<file path="src/hdl/ump_regs.vh">
`ifndef UMP_REGS_VH
`define UMP_REGS_VH

// Register addresses on the special-function register bus.
`define UMP_ADDR_CTRL 8'h98
`define UMP_ADDR_DATA 8'h99
`define UMP_ADDR_SLAVE 8'hA9
`define UMP_ADDR_MASK 8'hB9

// Reset values.
`define UMP_RST_CTRL 8'h00
`define UMP_RST_DATA 8'h00
`define UMP_RST_SLAVE 8'h00
`define UMP_RST_MASK 8'h00

// Bit positions inside serial_control.
`define UMP_BIT_FE_SM0 7
`define UMP_BIT_SM1 6
`define UMP_BIT_MPE 5
`define UMP_BIT_REN 4
`define UMP_BIT_TB8 3
`define UMP_BIT_RB8 2
`define UMP_BIT_TI 1
`define UMP_BIT_RI 0

// Mode field encodings.
`define UMP_MODE_SHIFT 2'h0
`define UMP_MODE_UART8 2'h1
`define UMP_MODE_UART9F 2'h2
`define UMP_MODE_UART9V 2'h3

// Divider reloads: mode 0 half-bit is 6 clocks, or 3 with double speed.
`define UMP_M0_HALF_STD 3'h5
`define UMP_M0_HALF_X2 3'h2
// Mode 2 oversample tick: 4 clocks gives clock/64, 2 clocks gives clock/32.
`define UMP_M2_OVS_STD 3'h3
`define UMP_M2_OVS_DBL 3'h1

// Oversampling and frame counts.
`define UMP_OVS_LAST 4'hF
`define UMP_OVS_MID 4'h7
`define UMP_M0_LAST_BIT 4'h7
`define UMP_FIFO_DEPTH 32
`define UMP_FIFO_AW 5

`endif

</file>
<file path="src/hdl/ump_tick.v">
module ump_tick #(
    parameter W = 3
) (
    input wire mclk_i,
    input wire sys_rst_i,
    input wire [W-1:0] reload_i,
    output reg tick_o
);
    reg [W-1:0] cnt_q;

    always @(posedge mclk_i) begin
        if (sys_rst_i) begin
            cnt_q <= {W{1'b0}};
            tick_o <= 1'b0;
        end else if (cnt_q >= reload_i) begin
            cnt_q <= {W{1'b0}};
            tick_o <= 1'b1;
        end else begin
            cnt_q <= cnt_q + {{(W-1){1'b0}}, 1'b1};
            tick_o <= 1'b0;
        end
    end
endmodule // ump_tick

</file>
<file path="src/hdl/ump_fifo.v">
module ump_fifo #(
    parameter W = 9,
    parameter DEPTH = 32,
    parameter AW = 5
) (
    input wire mclk_i,
    input wire sys_rst_i,
    input wire in_valid_i,
    output wire in_ready_o,
    input wire [W-1:0] in_data_i,
    output wire out_valid_o,
    input wire out_ready_i,
    output wire [W-1:0] out_data_o
);
    reg [W-1:0] mem_q [0:DEPTH-1];
    reg [AW-1:0] wptr_q;
    reg [AW-1:0] rptr_q;
    reg [AW:0] count_q;
    wire push;
    wire pop;

    assign in_ready_o = (count_q != DEPTH[AW:0]);
    assign out_valid_o = (count_q != {(AW+1){1'b0}});
    assign out_data_o = mem_q[rptr_q];
    assign push = in_valid_i && in_ready_o;
    assign pop = out_valid_o && out_ready_i;

    always @(posedge mclk_i) begin
        if (push) begin
            mem_q[wptr_q] <= in_data_i;
        end
    end

    always @(posedge mclk_i) begin
        if (sys_rst_i) begin
            wptr_q <= {AW{1'b0}};
            rptr_q <= {AW{1'b0}};
            count_q <= {(AW+1){1'b0}};
        end else begin
            if (push) begin
                wptr_q <= wptr_q + {{(AW-1){1'b0}}, 1'b1};
            end
            if (pop) begin
                rptr_q <= rptr_q + {{(AW-1){1'b0}}, 1'b1};
            end
            if (push && !pop) begin
                count_q <= count_q + {{AW{1'b0}}, 1'b1};
            end else if (pop && !push) begin
                count_q <= count_q - {{AW{1'b0}}, 1'b1};
            end
        end
    end
endmodule // ump_fifo

</file>
<file path="src/hdl/ump_core.v">
// Overview of operation
// - Given address: slave address bits compared only where the mask holds one.
// - Broadcast address is slave address OR mask; zero bits are don't-care.
// - Any slave whose given or broadcast pattern matches the address byte accepts it.
// - Mode field picks shift register, 8-bit UART, or 9-bit UART at fixed or variable rate.
// - Control bit 7 is framing error when select set, otherwise high mode bit.
// - Framing error set on bad stop bit, kept through good ones, cleared by software.
// - Multiprocessor enable turns on address recognition in modes 2 and 3.
// - Frames are received only while receive enable is set.
// - Mode 0 receive flag rises after the eighth bit; software clears it.
// - Control register resets to zero and each bit is writable by bit operation.
// - Data buffer write starts a transmit; read returns byte last taken from the receive queue.
// - Framing-error select decides whether bit 7 accesses error flag or mode bit.
// - With framing detection on, receive flag rises on stop bit, not last data bit.
`include "ump_regs.vh"

module ump_core (
    input wire mclk_i,
    input wire sys_rst_i,
    input wire [7:0] sfr_addr_i,
    input wire sfr_wr_i,
    input wire sfr_rd_i,
    input wire [7:0] sfr_wdata_i,
    input wire sfr_bit_wr_i,
    input wire [2:0] sfr_bit_sel_i,
    input wire sfr_bit_val_i,
    output reg [7:0] sfr_rdata_o,
    input wire framing_error_select_i,
    input wire double_speed_mode_i,
    input wire baud_double_i,
    input wire baud16_tick_i,
    input wire rxd_i,
    output reg rxd_o,
    output reg rxd_oe_o,
    output reg txd_o,
    output wire tx_interrupt_flag_o,
    output wire rx_interrupt_flag_o
);
    localparam SH_IDLE = 2'h0;
    localparam SH_M0 = 2'h1;
    localparam SH_ASYNC = 2'h2;
    localparam RX_IDLE = 1'b0;
    localparam RX_BITS = 1'b1;

    reg mode_bit_high_q;
    reg framing_error_flag_q;
    reg mode_bit_low_q;
    reg multiproc_enable_q;
    reg rx_enable_q;
    reg tx_ninth_bit_q;
    reg rx_ninth_bit_q;
    reg tx_interrupt_flag_q;
    reg rx_interrupt_flag_q;
    reg [7:0] slave_address_q;
    reg [7:0] slave_address_mask_q;
    reg [7:0] rx_buffer_q;

    reg rxd_meta_q;
    reg rxd_sync_q;
    reg rxd_prev_q;

    reg [1:0] sh_state_q;
    reg [10:0] sh_q;
    reg [3:0] sh_cnt_q;
    reg [3:0] sh_sub_q;
    reg sh_half_q;
    reg sh_m0_rx_q;
    reg ti_set_q;
    reg push_m0_q;

    reg rx_state_q;
    reg [7:0] rx_sh_q;
    reg rx_nin_q;
    reg [3:0] rx_cnt_q;
    reg [3:0] rx_sub_q;
    reg push_rx_q;
    reg [8:0] push_rx_data_q;
    reg fe_set_q;

    wire [1:0] mode;
    wire nine;
    wire fe_sel;
    wire m0_tick;
    wire m2_tick;
    wire tick16;
    wire [7:0] ctrl_rd;
    reg [7:0] ctrl_bit;
    wire [7:0] ctrl_w;
    wire ctrl_wr;
    wire data_wr;
    wire [3:0] tx_last;
    wire [3:0] rx_last_data;
    wire [3:0] rx_stop_idx;
    wire [7:0] rx_byte_w;
    wire rx_nin_w;
    wire given_match;
    wire bcast_match;
    wire [7:0] bcast_addr;
    wire rx_accept;
    wire fifo_in_valid;
    wire fifo_in_ready;
    wire [8:0] fifo_in_data;
    wire fifo_out_valid;
    wire fifo_out_ready;
    wire [8:0] fifo_out_data;

    assign mode = {mode_bit_high_q, mode_bit_low_q};
    assign nine = mode[1];
    assign fe_sel = framing_error_select_i;
    assign tick16 = (mode == `UMP_MODE_UART9F) ? m2_tick : baud16_tick_i;
    assign tx_last = nine ? 4'hA : 4'h9;
    assign rx_last_data = nine ? 4'h9 : 4'h8;
    assign rx_stop_idx = nine ? 4'hA : 4'h9;
    assign tx_interrupt_flag_o = tx_interrupt_flag_q;
    assign rx_interrupt_flag_o = rx_interrupt_flag_q;

    ump_tick #(.W(3)) u_m0_tick (
        .mclk_i(mclk_i),
        .sys_rst_i(sys_rst_i),
        .reload_i(double_speed_mode_i ? `UMP_M0_HALF_X2 : `UMP_M0_HALF_STD),
        .tick_o(m0_tick)
    );

    ump_tick #(.W(3)) u_m2_tick (
        .mclk_i(mclk_i),
        .sys_rst_i(sys_rst_i),
        .reload_i(baud_double_i ? `UMP_M2_OVS_DBL : `UMP_M2_OVS_STD),
        .tick_o(m2_tick)
    );

    // Bit 7 shows whichever of the two flops the select bit points at.
    assign ctrl_rd = {fe_sel ? framing_error_flag_q : mode_bit_high_q,
                      mode_bit_low_q, multiproc_enable_q, rx_enable_q,
                      tx_ninth_bit_q, rx_ninth_bit_q,
                      tx_interrupt_flag_q, rx_interrupt_flag_q};

    always @* begin
        ctrl_bit = ctrl_rd;
        ctrl_bit[sfr_bit_sel_i] = sfr_bit_val_i;
    end

    assign ctrl_wr = (sfr_wr_i || sfr_bit_wr_i) && (sfr_addr_i == `UMP_ADDR_CTRL);
    assign ctrl_w = sfr_bit_wr_i ? ctrl_bit : sfr_wdata_i;
    assign data_wr = sfr_wr_i && (sfr_addr_i == `UMP_ADDR_DATA);

    // Hardware set wins over a software write in the same cycle.
    always @(posedge mclk_i) begin
        if (sys_rst_i) begin
            mode_bit_high_q <= 1'b0;
            framing_error_flag_q <= 1'b0;
            mode_bit_low_q <= 1'b0;
            multiproc_enable_q <= 1'b0;
            rx_enable_q <= 1'b0;
            tx_ninth_bit_q <= 1'b0;
            rx_ninth_bit_q <= 1'b0;
            tx_interrupt_flag_q <= 1'b0;
            rx_interrupt_flag_q <= 1'b0;
            slave_address_q <= `UMP_RST_SLAVE;
            slave_address_mask_q <= `UMP_RST_MASK;
            rx_buffer_q <= `UMP_RST_DATA;
        end else begin
            if (ctrl_wr) begin
                if (!fe_sel) begin
                    mode_bit_high_q <= ctrl_w[`UMP_BIT_FE_SM0];
                end
                mode_bit_low_q <= ctrl_w[`UMP_BIT_SM1];
                multiproc_enable_q <= ctrl_w[`UMP_BIT_MPE];
                rx_enable_q <= ctrl_w[`UMP_BIT_REN];
                tx_ninth_bit_q <= ctrl_w[`UMP_BIT_TB8];
            end
            if (fe_set_q) begin
                framing_error_flag_q <= 1'b1;
            end else if (ctrl_wr && fe_sel) begin
                framing_error_flag_q <= ctrl_w[`UMP_BIT_FE_SM0];
            end
            if (ti_set_q) begin
                tx_interrupt_flag_q <= 1'b1;
            end else if (ctrl_wr) begin
                tx_interrupt_flag_q <= ctrl_w[`UMP_BIT_TI];
            end
            if (fifo_out_valid && fifo_out_ready) begin
                rx_interrupt_flag_q <= 1'b1;
                rx_ninth_bit_q <= fifo_out_data[8];
                rx_buffer_q <= fifo_out_data[7:0];
            end else if (ctrl_wr) begin
                rx_interrupt_flag_q <= ctrl_w[`UMP_BIT_RI];
                rx_ninth_bit_q <= ctrl_w[`UMP_BIT_RB8];
            end
            if (sfr_wr_i && sfr_addr_i == `UMP_ADDR_SLAVE) begin
                slave_address_q <= sfr_wdata_i;
            end
            if (sfr_wr_i && sfr_addr_i == `UMP_ADDR_MASK) begin
                slave_address_mask_q <= sfr_wdata_i;
            end
        end
    end

    always @(posedge mclk_i) begin
        if (sys_rst_i) begin
            sfr_rdata_o <= 8'h00;
        end else if (sfr_rd_i) begin
            case (sfr_addr_i)
                `UMP_ADDR_CTRL: sfr_rdata_o <= ctrl_rd;
                `UMP_ADDR_DATA: sfr_rdata_o <= rx_buffer_q;
                `UMP_ADDR_SLAVE: sfr_rdata_o <= slave_address_q;
                `UMP_ADDR_MASK: sfr_rdata_o <= slave_address_mask_q;
                default: sfr_rdata_o <= 8'h00;
            endcase
        end
    end

    // The serial input is a pin, so it passes two flops first.
    always @(posedge mclk_i) begin
        if (sys_rst_i) begin
            rxd_meta_q <= 1'b1;
            rxd_sync_q <= 1'b1;
            rxd_prev_q <= 1'b1;
        end else begin
            rxd_meta_q <= rxd_i;
            rxd_sync_q <= rxd_meta_q;
            rxd_prev_q <= rxd_sync_q;
        end
    end

    // Transmitter, plus the mode 0 shifter which also receives on the data pin.
    // A data write while busy is dropped; in modes 1 to 3 that includes the stop bit, which is still being sent after the transmit flag rises.
    always @(posedge mclk_i) begin
        if (sys_rst_i) begin
            sh_state_q <= SH_IDLE;
            sh_q <= 11'h7FF;
            sh_cnt_q <= 4'h0;
            sh_sub_q <= 4'h0;
            sh_half_q <= 1'b0;
            sh_m0_rx_q <= 1'b0;
            ti_set_q <= 1'b0;
            push_m0_q <= 1'b0;
            txd_o <= 1'b1;
            rxd_o <= 1'b1;
            rxd_oe_o <= 1'b0;
        end else begin
            ti_set_q <= 1'b0;
            push_m0_q <= 1'b0;
            case (sh_state_q)
                SH_IDLE: begin
                    txd_o <= 1'b1;
                    rxd_oe_o <= 1'b0;
                    sh_cnt_q <= 4'h0;
                    sh_sub_q <= 4'h0;
                    sh_half_q <= 1'b0;
                    if (data_wr && mode == `UMP_MODE_SHIFT) begin
                        sh_state_q <= SH_M0;
                        sh_m0_rx_q <= 1'b0;
                        sh_q <= {3'h7, sfr_wdata_i};
                        rxd_o <= sfr_wdata_i[0];
                        rxd_oe_o <= 1'b1;
                    end else if (data_wr) begin
                        sh_state_q <= SH_ASYNC;
                        sh_q <= {1'b1, nine ? tx_ninth_bit_q : 1'b1, sfr_wdata_i, 1'b0};
                        txd_o <= 1'b0;
                    end else if (mode == `UMP_MODE_SHIFT && rx_enable_q &&
                                 !rx_interrupt_flag_q && fifo_in_ready) begin
                        sh_state_q <= SH_M0;
                        sh_m0_rx_q <= 1'b1;
                    end
                end
                SH_M0: begin
                    if (m0_tick) begin
                        sh_half_q <= ~sh_half_q;
                        if (!sh_half_q) begin
                            txd_o <= 1'b0;
                        end else begin
                            txd_o <= 1'b1;
                            sh_cnt_q <= sh_cnt_q + 4'h1;
                            if (sh_m0_rx_q) begin
                                sh_q <= {3'h7, rxd_sync_q, sh_q[7:1]};
                            end else begin
                                sh_q <= {1'b1, sh_q[10:1]};
                                rxd_o <= sh_q[1];
                            end
                            if (sh_cnt_q == `UMP_M0_LAST_BIT) begin
                                sh_state_q <= SH_IDLE;
                                rxd_oe_o <= 1'b0;
                                ti_set_q <= !sh_m0_rx_q;
                                push_m0_q <= sh_m0_rx_q;
                            end
                        end
                    end
                end
                SH_ASYNC: begin
                    if (tick16) begin
                        sh_sub_q <= sh_sub_q + 4'h1;
                        if (sh_sub_q == `UMP_OVS_LAST) begin
                            if (sh_cnt_q == tx_last) begin
                                sh_state_q <= SH_IDLE;
                                txd_o <= 1'b1;
                            end else begin
                                sh_q <= {1'b1, sh_q[10:1]};
                                txd_o <= sh_q[1];
                                sh_cnt_q <= sh_cnt_q + 4'h1;
                                ti_set_q <= (sh_cnt_q + 4'h1 == tx_last);
                            end
                        end
                    end
                end
                default: begin
                    sh_state_q <= SH_IDLE;
                end
            endcase
        end
    end

    // Address recognition on the byte as it stands when the frame completes.
    assign rx_byte_w = (rx_cnt_q == 4'h8) ? {rxd_sync_q, rx_sh_q[7:1]} : rx_sh_q;
    assign rx_nin_w = (nine && rx_cnt_q == 4'h9) ? rxd_sync_q : rx_nin_q;
    assign given_match = ((rx_byte_w ^ slave_address_q) & slave_address_mask_q) == 8'h00;
    assign bcast_addr = slave_address_q | slave_address_mask_q;
    assign bcast_match = (rx_byte_w & bcast_addr) == bcast_addr;
    assign rx_accept = !(multiproc_enable_q && nine) ||
                       (rx_nin_w && (given_match || bcast_match));

    // Asynchronous receiver, sampling each bit at mid oversample count.
    always @(posedge mclk_i) begin
        if (sys_rst_i) begin
            rx_state_q <= RX_IDLE;
            rx_sh_q <= 8'h00;
            rx_nin_q <= 1'b0;
            rx_cnt_q <= 4'h0;
            rx_sub_q <= 4'h0;
            push_rx_q <= 1'b0;
            push_rx_data_q <= 9'h000;
            fe_set_q <= 1'b0;
        end else begin
            push_rx_q <= 1'b0;
            fe_set_q <= 1'b0;
            case (rx_state_q)
                RX_IDLE: begin
                    rx_cnt_q <= 4'h0;
                    rx_sub_q <= 4'h0;
                    rx_nin_q <= 1'b0;
                    if (rx_enable_q && mode != `UMP_MODE_SHIFT && rxd_prev_q &&
                        !rxd_sync_q && fifo_in_ready && !push_rx_q) begin
                        rx_state_q <= RX_BITS;
                    end
                end
                RX_BITS: begin
                    if (tick16) begin
                        rx_sub_q <= rx_sub_q + 4'h1;
                        if (rx_sub_q == `UMP_OVS_MID) begin
                            rx_cnt_q <= rx_cnt_q + 4'h1;
                            if (rx_cnt_q == 4'h0 && rxd_sync_q) begin
                                rx_state_q <= RX_IDLE;
                            end
                            if (rx_cnt_q >= 4'h1 && rx_cnt_q <= 4'h8) begin
                                rx_sh_q <= {rxd_sync_q, rx_sh_q[7:1]};
                            end
                            rx_nin_q <= rx_nin_w;
                            if ((rx_cnt_q == rx_last_data && !fe_sel) ||
                                (rx_cnt_q == rx_stop_idx && fe_sel)) begin
                                push_rx_q <= rx_accept;
                                push_rx_data_q <= {rx_nin_w, rx_byte_w};
                            end
                            if (rx_cnt_q == rx_stop_idx) begin
                                rx_state_q <= RX_IDLE;
                                fe_set_q <= fe_sel && !rxd_sync_q;
                            end
                        end
                    end
                    if (!rx_enable_q) begin
                        rx_state_q <= RX_IDLE;
                    end
                end
                default: begin
                    rx_state_q <= RX_IDLE;
                end
            endcase
        end
    end

    // Received frames queue here; one is handed over each time software clears
    // the receive flag, so a slow reader loses nothing until 32 frames wait.
    assign fifo_in_valid = push_m0_q || push_rx_q;
    assign fifo_in_data = push_m0_q ? {1'b0, sh_q[7:0]} : push_rx_data_q;
    assign fifo_out_ready = !rx_interrupt_flag_q;

    ump_fifo #(
        .W(9),
        .DEPTH(`UMP_FIFO_DEPTH),
        .AW(`UMP_FIFO_AW)
    ) u_rx_fifo (
        .mclk_i(mclk_i),
        .sys_rst_i(sys_rst_i),
        .in_valid_i(fifo_in_valid),
        .in_ready_o(fifo_in_ready),
        .in_data_i(fifo_in_data),
        .out_valid_o(fifo_out_valid),
        .out_ready_i(fifo_out_ready),
        .out_data_o(fifo_out_data)
    );
endmodule // ump_core

</file>
<file path="config.mk">
export PLATFORM = sky130hd
export DESIGN_NAME = ump_core
export DESIGN_NICKNAME = d
export VERILOG_FILES = /design/src/hdl/ump_tick.v /design/src/hdl/ump_fifo.v /design/src/hdl/ump_core.v
export VERILOG_INCLUDE_DIRS = /design/src /design/src/hdl
export SDC_FILE = /design/constraint.sdc
export NUM_CORES = 1
export LEC_CHECK = 0
export ABC_CLOCK_PERIOD_IN_PS = 3130
export BUFFER_PORTS_ARGS = -buffer_cell sky130_fd_sc_hd__buf_4
export CAP_MARGIN = 30
export CORE_ASPECT_RATIO = 0.6
export CORE_MARGIN = 2
export CORE_UTILIZATION = 62
export DETAILED_ROUTE_END_ITERATION = 6
export PLACE_DENSITY_LB_ADDON = 0.25
export SLEW_MARGIN = 20
export SYNTH_ARGS = -nofsm -noshare
export SYNTH_HDL_FRONTEND = slang
export SYNTH_SLANG_ARGS = --single-unit
</file>
<file path="constraint.sdc">
create_clock -name mclk_i -period 3.13 [get_ports mclk_i]
set_input_delay 0.313 -clock mclk_i [delete_from_list [all_inputs] [get_ports mclk_i]]
set_output_delay 0.313 -clock mclk_i [all_outputs]
set_load 0.01 [all_outputs]
</file>
==> reports/results.tsv <==
stage	metric	value	unit
worst_setup_path	crit-path cells	nor4_2 -> nand3_1 -> o21a_1 -> ha_1 -> inv_1 -> ha_1 -> a21o_1 -> a21oi_1 -> nand4b_1 -> nand4_1 -> xnor2_1 -> nor2_1	
worst_setup_path	Setup CP Type	register to register	
synth	leading area contributor after synthesis	edfxtp_1	
worst_setup_path	worst r2r dst	u_rx_fifo.count_q[5]	
synth	Synth async-reset ratio	0	%
timing	Tightest Pin Transition	0.9247	ns
synth	Synth Area in Simple Gates	9.978	%
synth	top post-synthesis cells by area	edfxtp_1 48%, dfxtp_1 14%, mux4_2 8.1%, mux2i_1 4.1%, nor2_1 3.2%	
detailed_routing	drt pass-1 iters	6	
clock_tree	Worst-path clk slew	0.06	ns
global_routing	overall routing resource usage	29.17	%
clock_tree	cts bufs inserted	39	
timing	Setup Viol. Count Final	0	
min_path	Hold WC Path Type	input pin to register	
global_routing	largest net degree at the start of global routing	71	
synth	XOR/XNOR Fraction of Synth Area	1.323	%
min_path	hold depth	3	
floorplanning	DIE WIDTH	223.2	um
synth	Yosys Warn Count	0	
synth	Post-Syn Instances	1334	
finish	area delta synth->final	12.47	%
power	total design power	13.05	mW
worst_setup_path	Crit path depth	12	
synth	adder-cell share of the synthesized area	1.933	%
worst_setup_path	R2R cell count	12	
finish	share of layout cells above drive strength 1	18.23	%
synth	sequential share of the synthesized area	62.85	%
power	Reg power frac	47.5	%
floorplanning	die footprint	30240	um2
finish	fillers	1904	
clock_tree	CTS sink cnt	417	
worst_setup_path	CP Max Fanout	6	
timing	Final TNS setup	0	ns
power	Clk pwr share	35.6	%
synth	Post-Syn Area	17870	um2
power	Worst IR Drop VDD	0.4937	mV
global_routing	vias in the first global route	10780	
synth	Post-synth EDFFs	288	
worst_setup_path	CP startpoint	u_rx_fifo.count_q[0]	
timing	Period Utilization, post-route	91.28	%
synth	Post-synth top cells	288 x edfxtp_1, 154 x nor2_1, 129 x dfxtp_1	
finish	final net count	1465	
placement	dpl ws	0.1975	ns
outcome	status	complete, no violations	
detailed_routing	drt first-iter violations	1570	
detailed_routing	DRC violations left	0	
synth	Post-Syn Nets	1391	
min_path	Worst Hold Path EP	slave_address_mask_q[3]	
placement	GPL Wtd Cong	0.9486	
finish	post-layout util	70.45	%
worst_setup_path	Startpoint Class	register	
timing	Slew Viols, Final	0	
global_routing	first-pass GRT wire length	65360	um
synth	post-synthesis mux area share	13.19	%
worst_setup_path	Slowest cell on crit path	nor4_2	
synth	top cell type's share of synthesized area	48.40	%
worst_setup_path	endpoint class of the critical path	register	
clock_tree	CTS root buffer	clkbuf_16	
power	NetSw	3.440	mW
worst_setup_path	CP arrival	3.27	ns
timing	Min Hold Slack	0.08347	ns
floorplanning	Core Box Area	28530	um2
detailed_routing	final WL	43460	um
synth	post-synthesis area per instance	13.39	um2
worst_setup_path	Worst EP required	3.54	ns
clock_tree	Skew-Pair Late Insertion Delay	0.54	ns
worst_setup_path	most used cell, CP	ha_1	
timing	Clock Skew	0.01257	ns
detailed_routing	post-DR vias/cell	6.482	
detailed_routing	vias post-DR	11750	
timing	Fmax	350.0	MHz
worst_setup_path	CP delay by family, top	simple AND/OR/NAND/NOR gates	
synth	compound-cell area share of the yosys netlist	8.347	%
power	P_leak	7.293	nW
clock_tree	CTS Buffer Depth	3	
floorplanning	IO Pins	43	
floorplanning	Site Rows	48	
placement	number of buffers added on ports	42	
power	Switching Fraction	26.36	%
clock_tree	CTS H-Tree Depth	2	
synth	main combinational cell family by area after synthesis	multiplexers	
min_path	min-delay src	sfr_wdata_i[3]	
synth	Distinct cells, synth	73	
timing	RSZ-0062 raised after global routing	false	
worst_setup_path	Reg-to-Reg Start	u_rx_fifo.count_q[0]	
synth	ys flop type	edfxtp_1	
power	Internal Power	9.610	mW
run	max-cap viol count	0	
synth	Synth Register Bits	417	
floorplanning	Initial Util	62.64	%
worst_setup_path	Buffers & Inverters on Critical Path	1	
clock_tree	post-CTS setup buffer count	0	
worst_setup_path	CP max stage delay	0.39	ns
synth	most frequent cell after synthesis	edfxtp_1	
global_routing	global route overflow	0	
placement	HPWL Detailed	29200	um
timing	Slew HR	38.12	%
power	Gate power share	16.9	%
power	pwr/cell area	649.4	nW/um2
clock_tree	CTS tree	built	
detailed_routing	Final ANT Viol Nets	0	
detailed_routing	wire per inst	23.99	um
timing	endpoints failing hold	0	
finish	ant diodes	0	
worst_setup_path	r2r setup slk	0.27	ns
floorplanning	Die Y	135.5	um
global_routing	initial antenna violation count	0	
timing	fin worst setup slack	0.2731	ns
timing	crit path time final	2.857	ns
[logic make-up after synthesis]
family | after synthesis
DFF | 417
and+or+nand+nor | 379
AOI/OAI and AO/OA | 229
muxes | 153
buffers and inverters | 102
xor gates and xnor gates | 27
adders and majority gates | 27
[per-layer routing]
layer,routed length (um),share of wire (%),global-route usage (%),vias to the layer above
li1,-,-,-,5223
met1,19320,44,46.31,5771
met2,17670,41,38.58,683
met3,5831,13,10.04,69
met4,642,1.5,6.227,0
met5,0,0,0,-
[worst max path at each step]
| stage | slack, ns | endpoint |
|---|---|---|
| 3_3_place_gp | 0.37 | u_rx_fifo.count_q[5] |
| 6_report | 0.27 | u_rx_fifo.count_q[5] |
| 4_1_cts | 0.17 | u_rx_fifo.count_q[5] |
| 3_5_place_dp | 0.20 | u_rx_fifo.count_q[5] |
| 5_1_grt | 0.03 | u_rx_fifo.count_q[5] |
| 2_1_floorplan | 0.28 | u_rx_fifo.count_q[5] |
[area by class of cell]
type	count	area (um2)	area share, %
sequential	417	11240	55.91
multi-input combinational	815	6226	30.98
clock buffer	48	1072	5.336
timing repair buffer	106	810.8	4.034
tap	375	469.2	2.335
clock inverter	22	172.7	0.8592
inverter	29	108.9	0.5416
[cell usage in the layout, fill, tap and decap left out, types with 9 or more instances in the layout]
| master | netlist | layout |
|---|---|---|
| nand2b_1 | 12 | 12 |
| nand2_1 | 96 | 96 |
| a311oi_1 | 16 | 16 |
| clkbuf_16 | 0 | 41 |
| buf_4 | 4 | 104 |
| xor2_1 | 14 | 14 |
| nor2_1 | 154 | 154 |
| inv_1 | 28 | 28 |
| a211oi_1 | 10 | 10 |
| clkinv_1 | 1 | 11 |
| nand3_1 | 28 | 28 |
| o22ai_1 | 9 | 9 |
| a221oi_1 | 9 | 9 |
| o21a_1 | 9 | 9 |
| mux2_2 | 15 | 15 |
| clkinv_2 | 0 | 9 |
| dfxtp_1 | 129 | 126 |
| mux2i_1 | 73 | 73 |
| nor3_1 | 13 | 12 |
| a22oi_1 | 27 | 27 |
| o21ai_0 | 49 | 49 |
| xnor2_1 | 13 | 13 |
| edfxtp_1 | 288 | 288 |
| ha_1 | 26 | 26 |
| nand3b_1 | 10 | 10 |
| mux4_2 | 64 | 64 |
| a31oi_1 | 15 | 15 |
| a21oi_1 | 58 | 58 |
[worst register-to-register path: stages (launching register included)]
cell      delay (ns)
dfxtp_1         0.36
nor4_2          0.39
nand3_1         0.19
o21a_1          0.16
ha_1            0.22
inv_1           0.19
ha_1            0.26
a21o_1          0.17
a21oi_1         0.29
nand4b_1        0.16
nand4_1         0.11
xnor2_1         0.18
nor2_1          0.06
[what timing repair did]
item | in CTS | in global routing
hold buffers | 1 | 0
endpoints found under the hold margin | 1 | 0
gates resized for setup | 0 | 1
endpoints found under the setup margin | 0 | 1
[flip-flops by register name, indices dropped and copies added, names as in the netlist, 2 cells and up, named ones only]
name	flops
sh_cnt_q	4
push_rx_data_q	9
u_rx_fifo.rptr_q	5
slave_address_mask_q	8
rx_cnt_q	4
u_m2_tick.cnt_q	3
sh_sub_q	4
sfr_rdata_o	8
u_rx_fifo.count_q	6
slave_address_q	8
rx_sh_q	8
u_m0_tick.cnt_q	3
sh_q	10
u_rx_fifo.wptr_q	5
rx_buffer_q	8
sh_state_q	2
rx_sub_q	4
u_rx_fifo.mem_q	288
[per-stage QoR]
step,instance area (um2),cells
floorplan,17870,1334
global placement,18800,1736
detailed placement,18810,1737
CTS,20060,1808
global route,20100,1812
finish,20100,1812
[power groups by stage]
| stage | combinational [mW] | clock [mW] | sequential, mW |
|---|---|---|---|
| after global placement | 2.10 | 0 | 6.31 |
| after detailed placement | 2.15 | 0 | 6.31 |
| after CTS | 2.18 | 4.71 | 6.20 |
| after global routing | 2.38 | 4.91 | 6.22 |
| after floorplan | 1.63 | 0 | 6.15 |
| final | 2.20 | 4.65 | 6.20 |
Note: power is estimated with default switching activity, not from simulation.
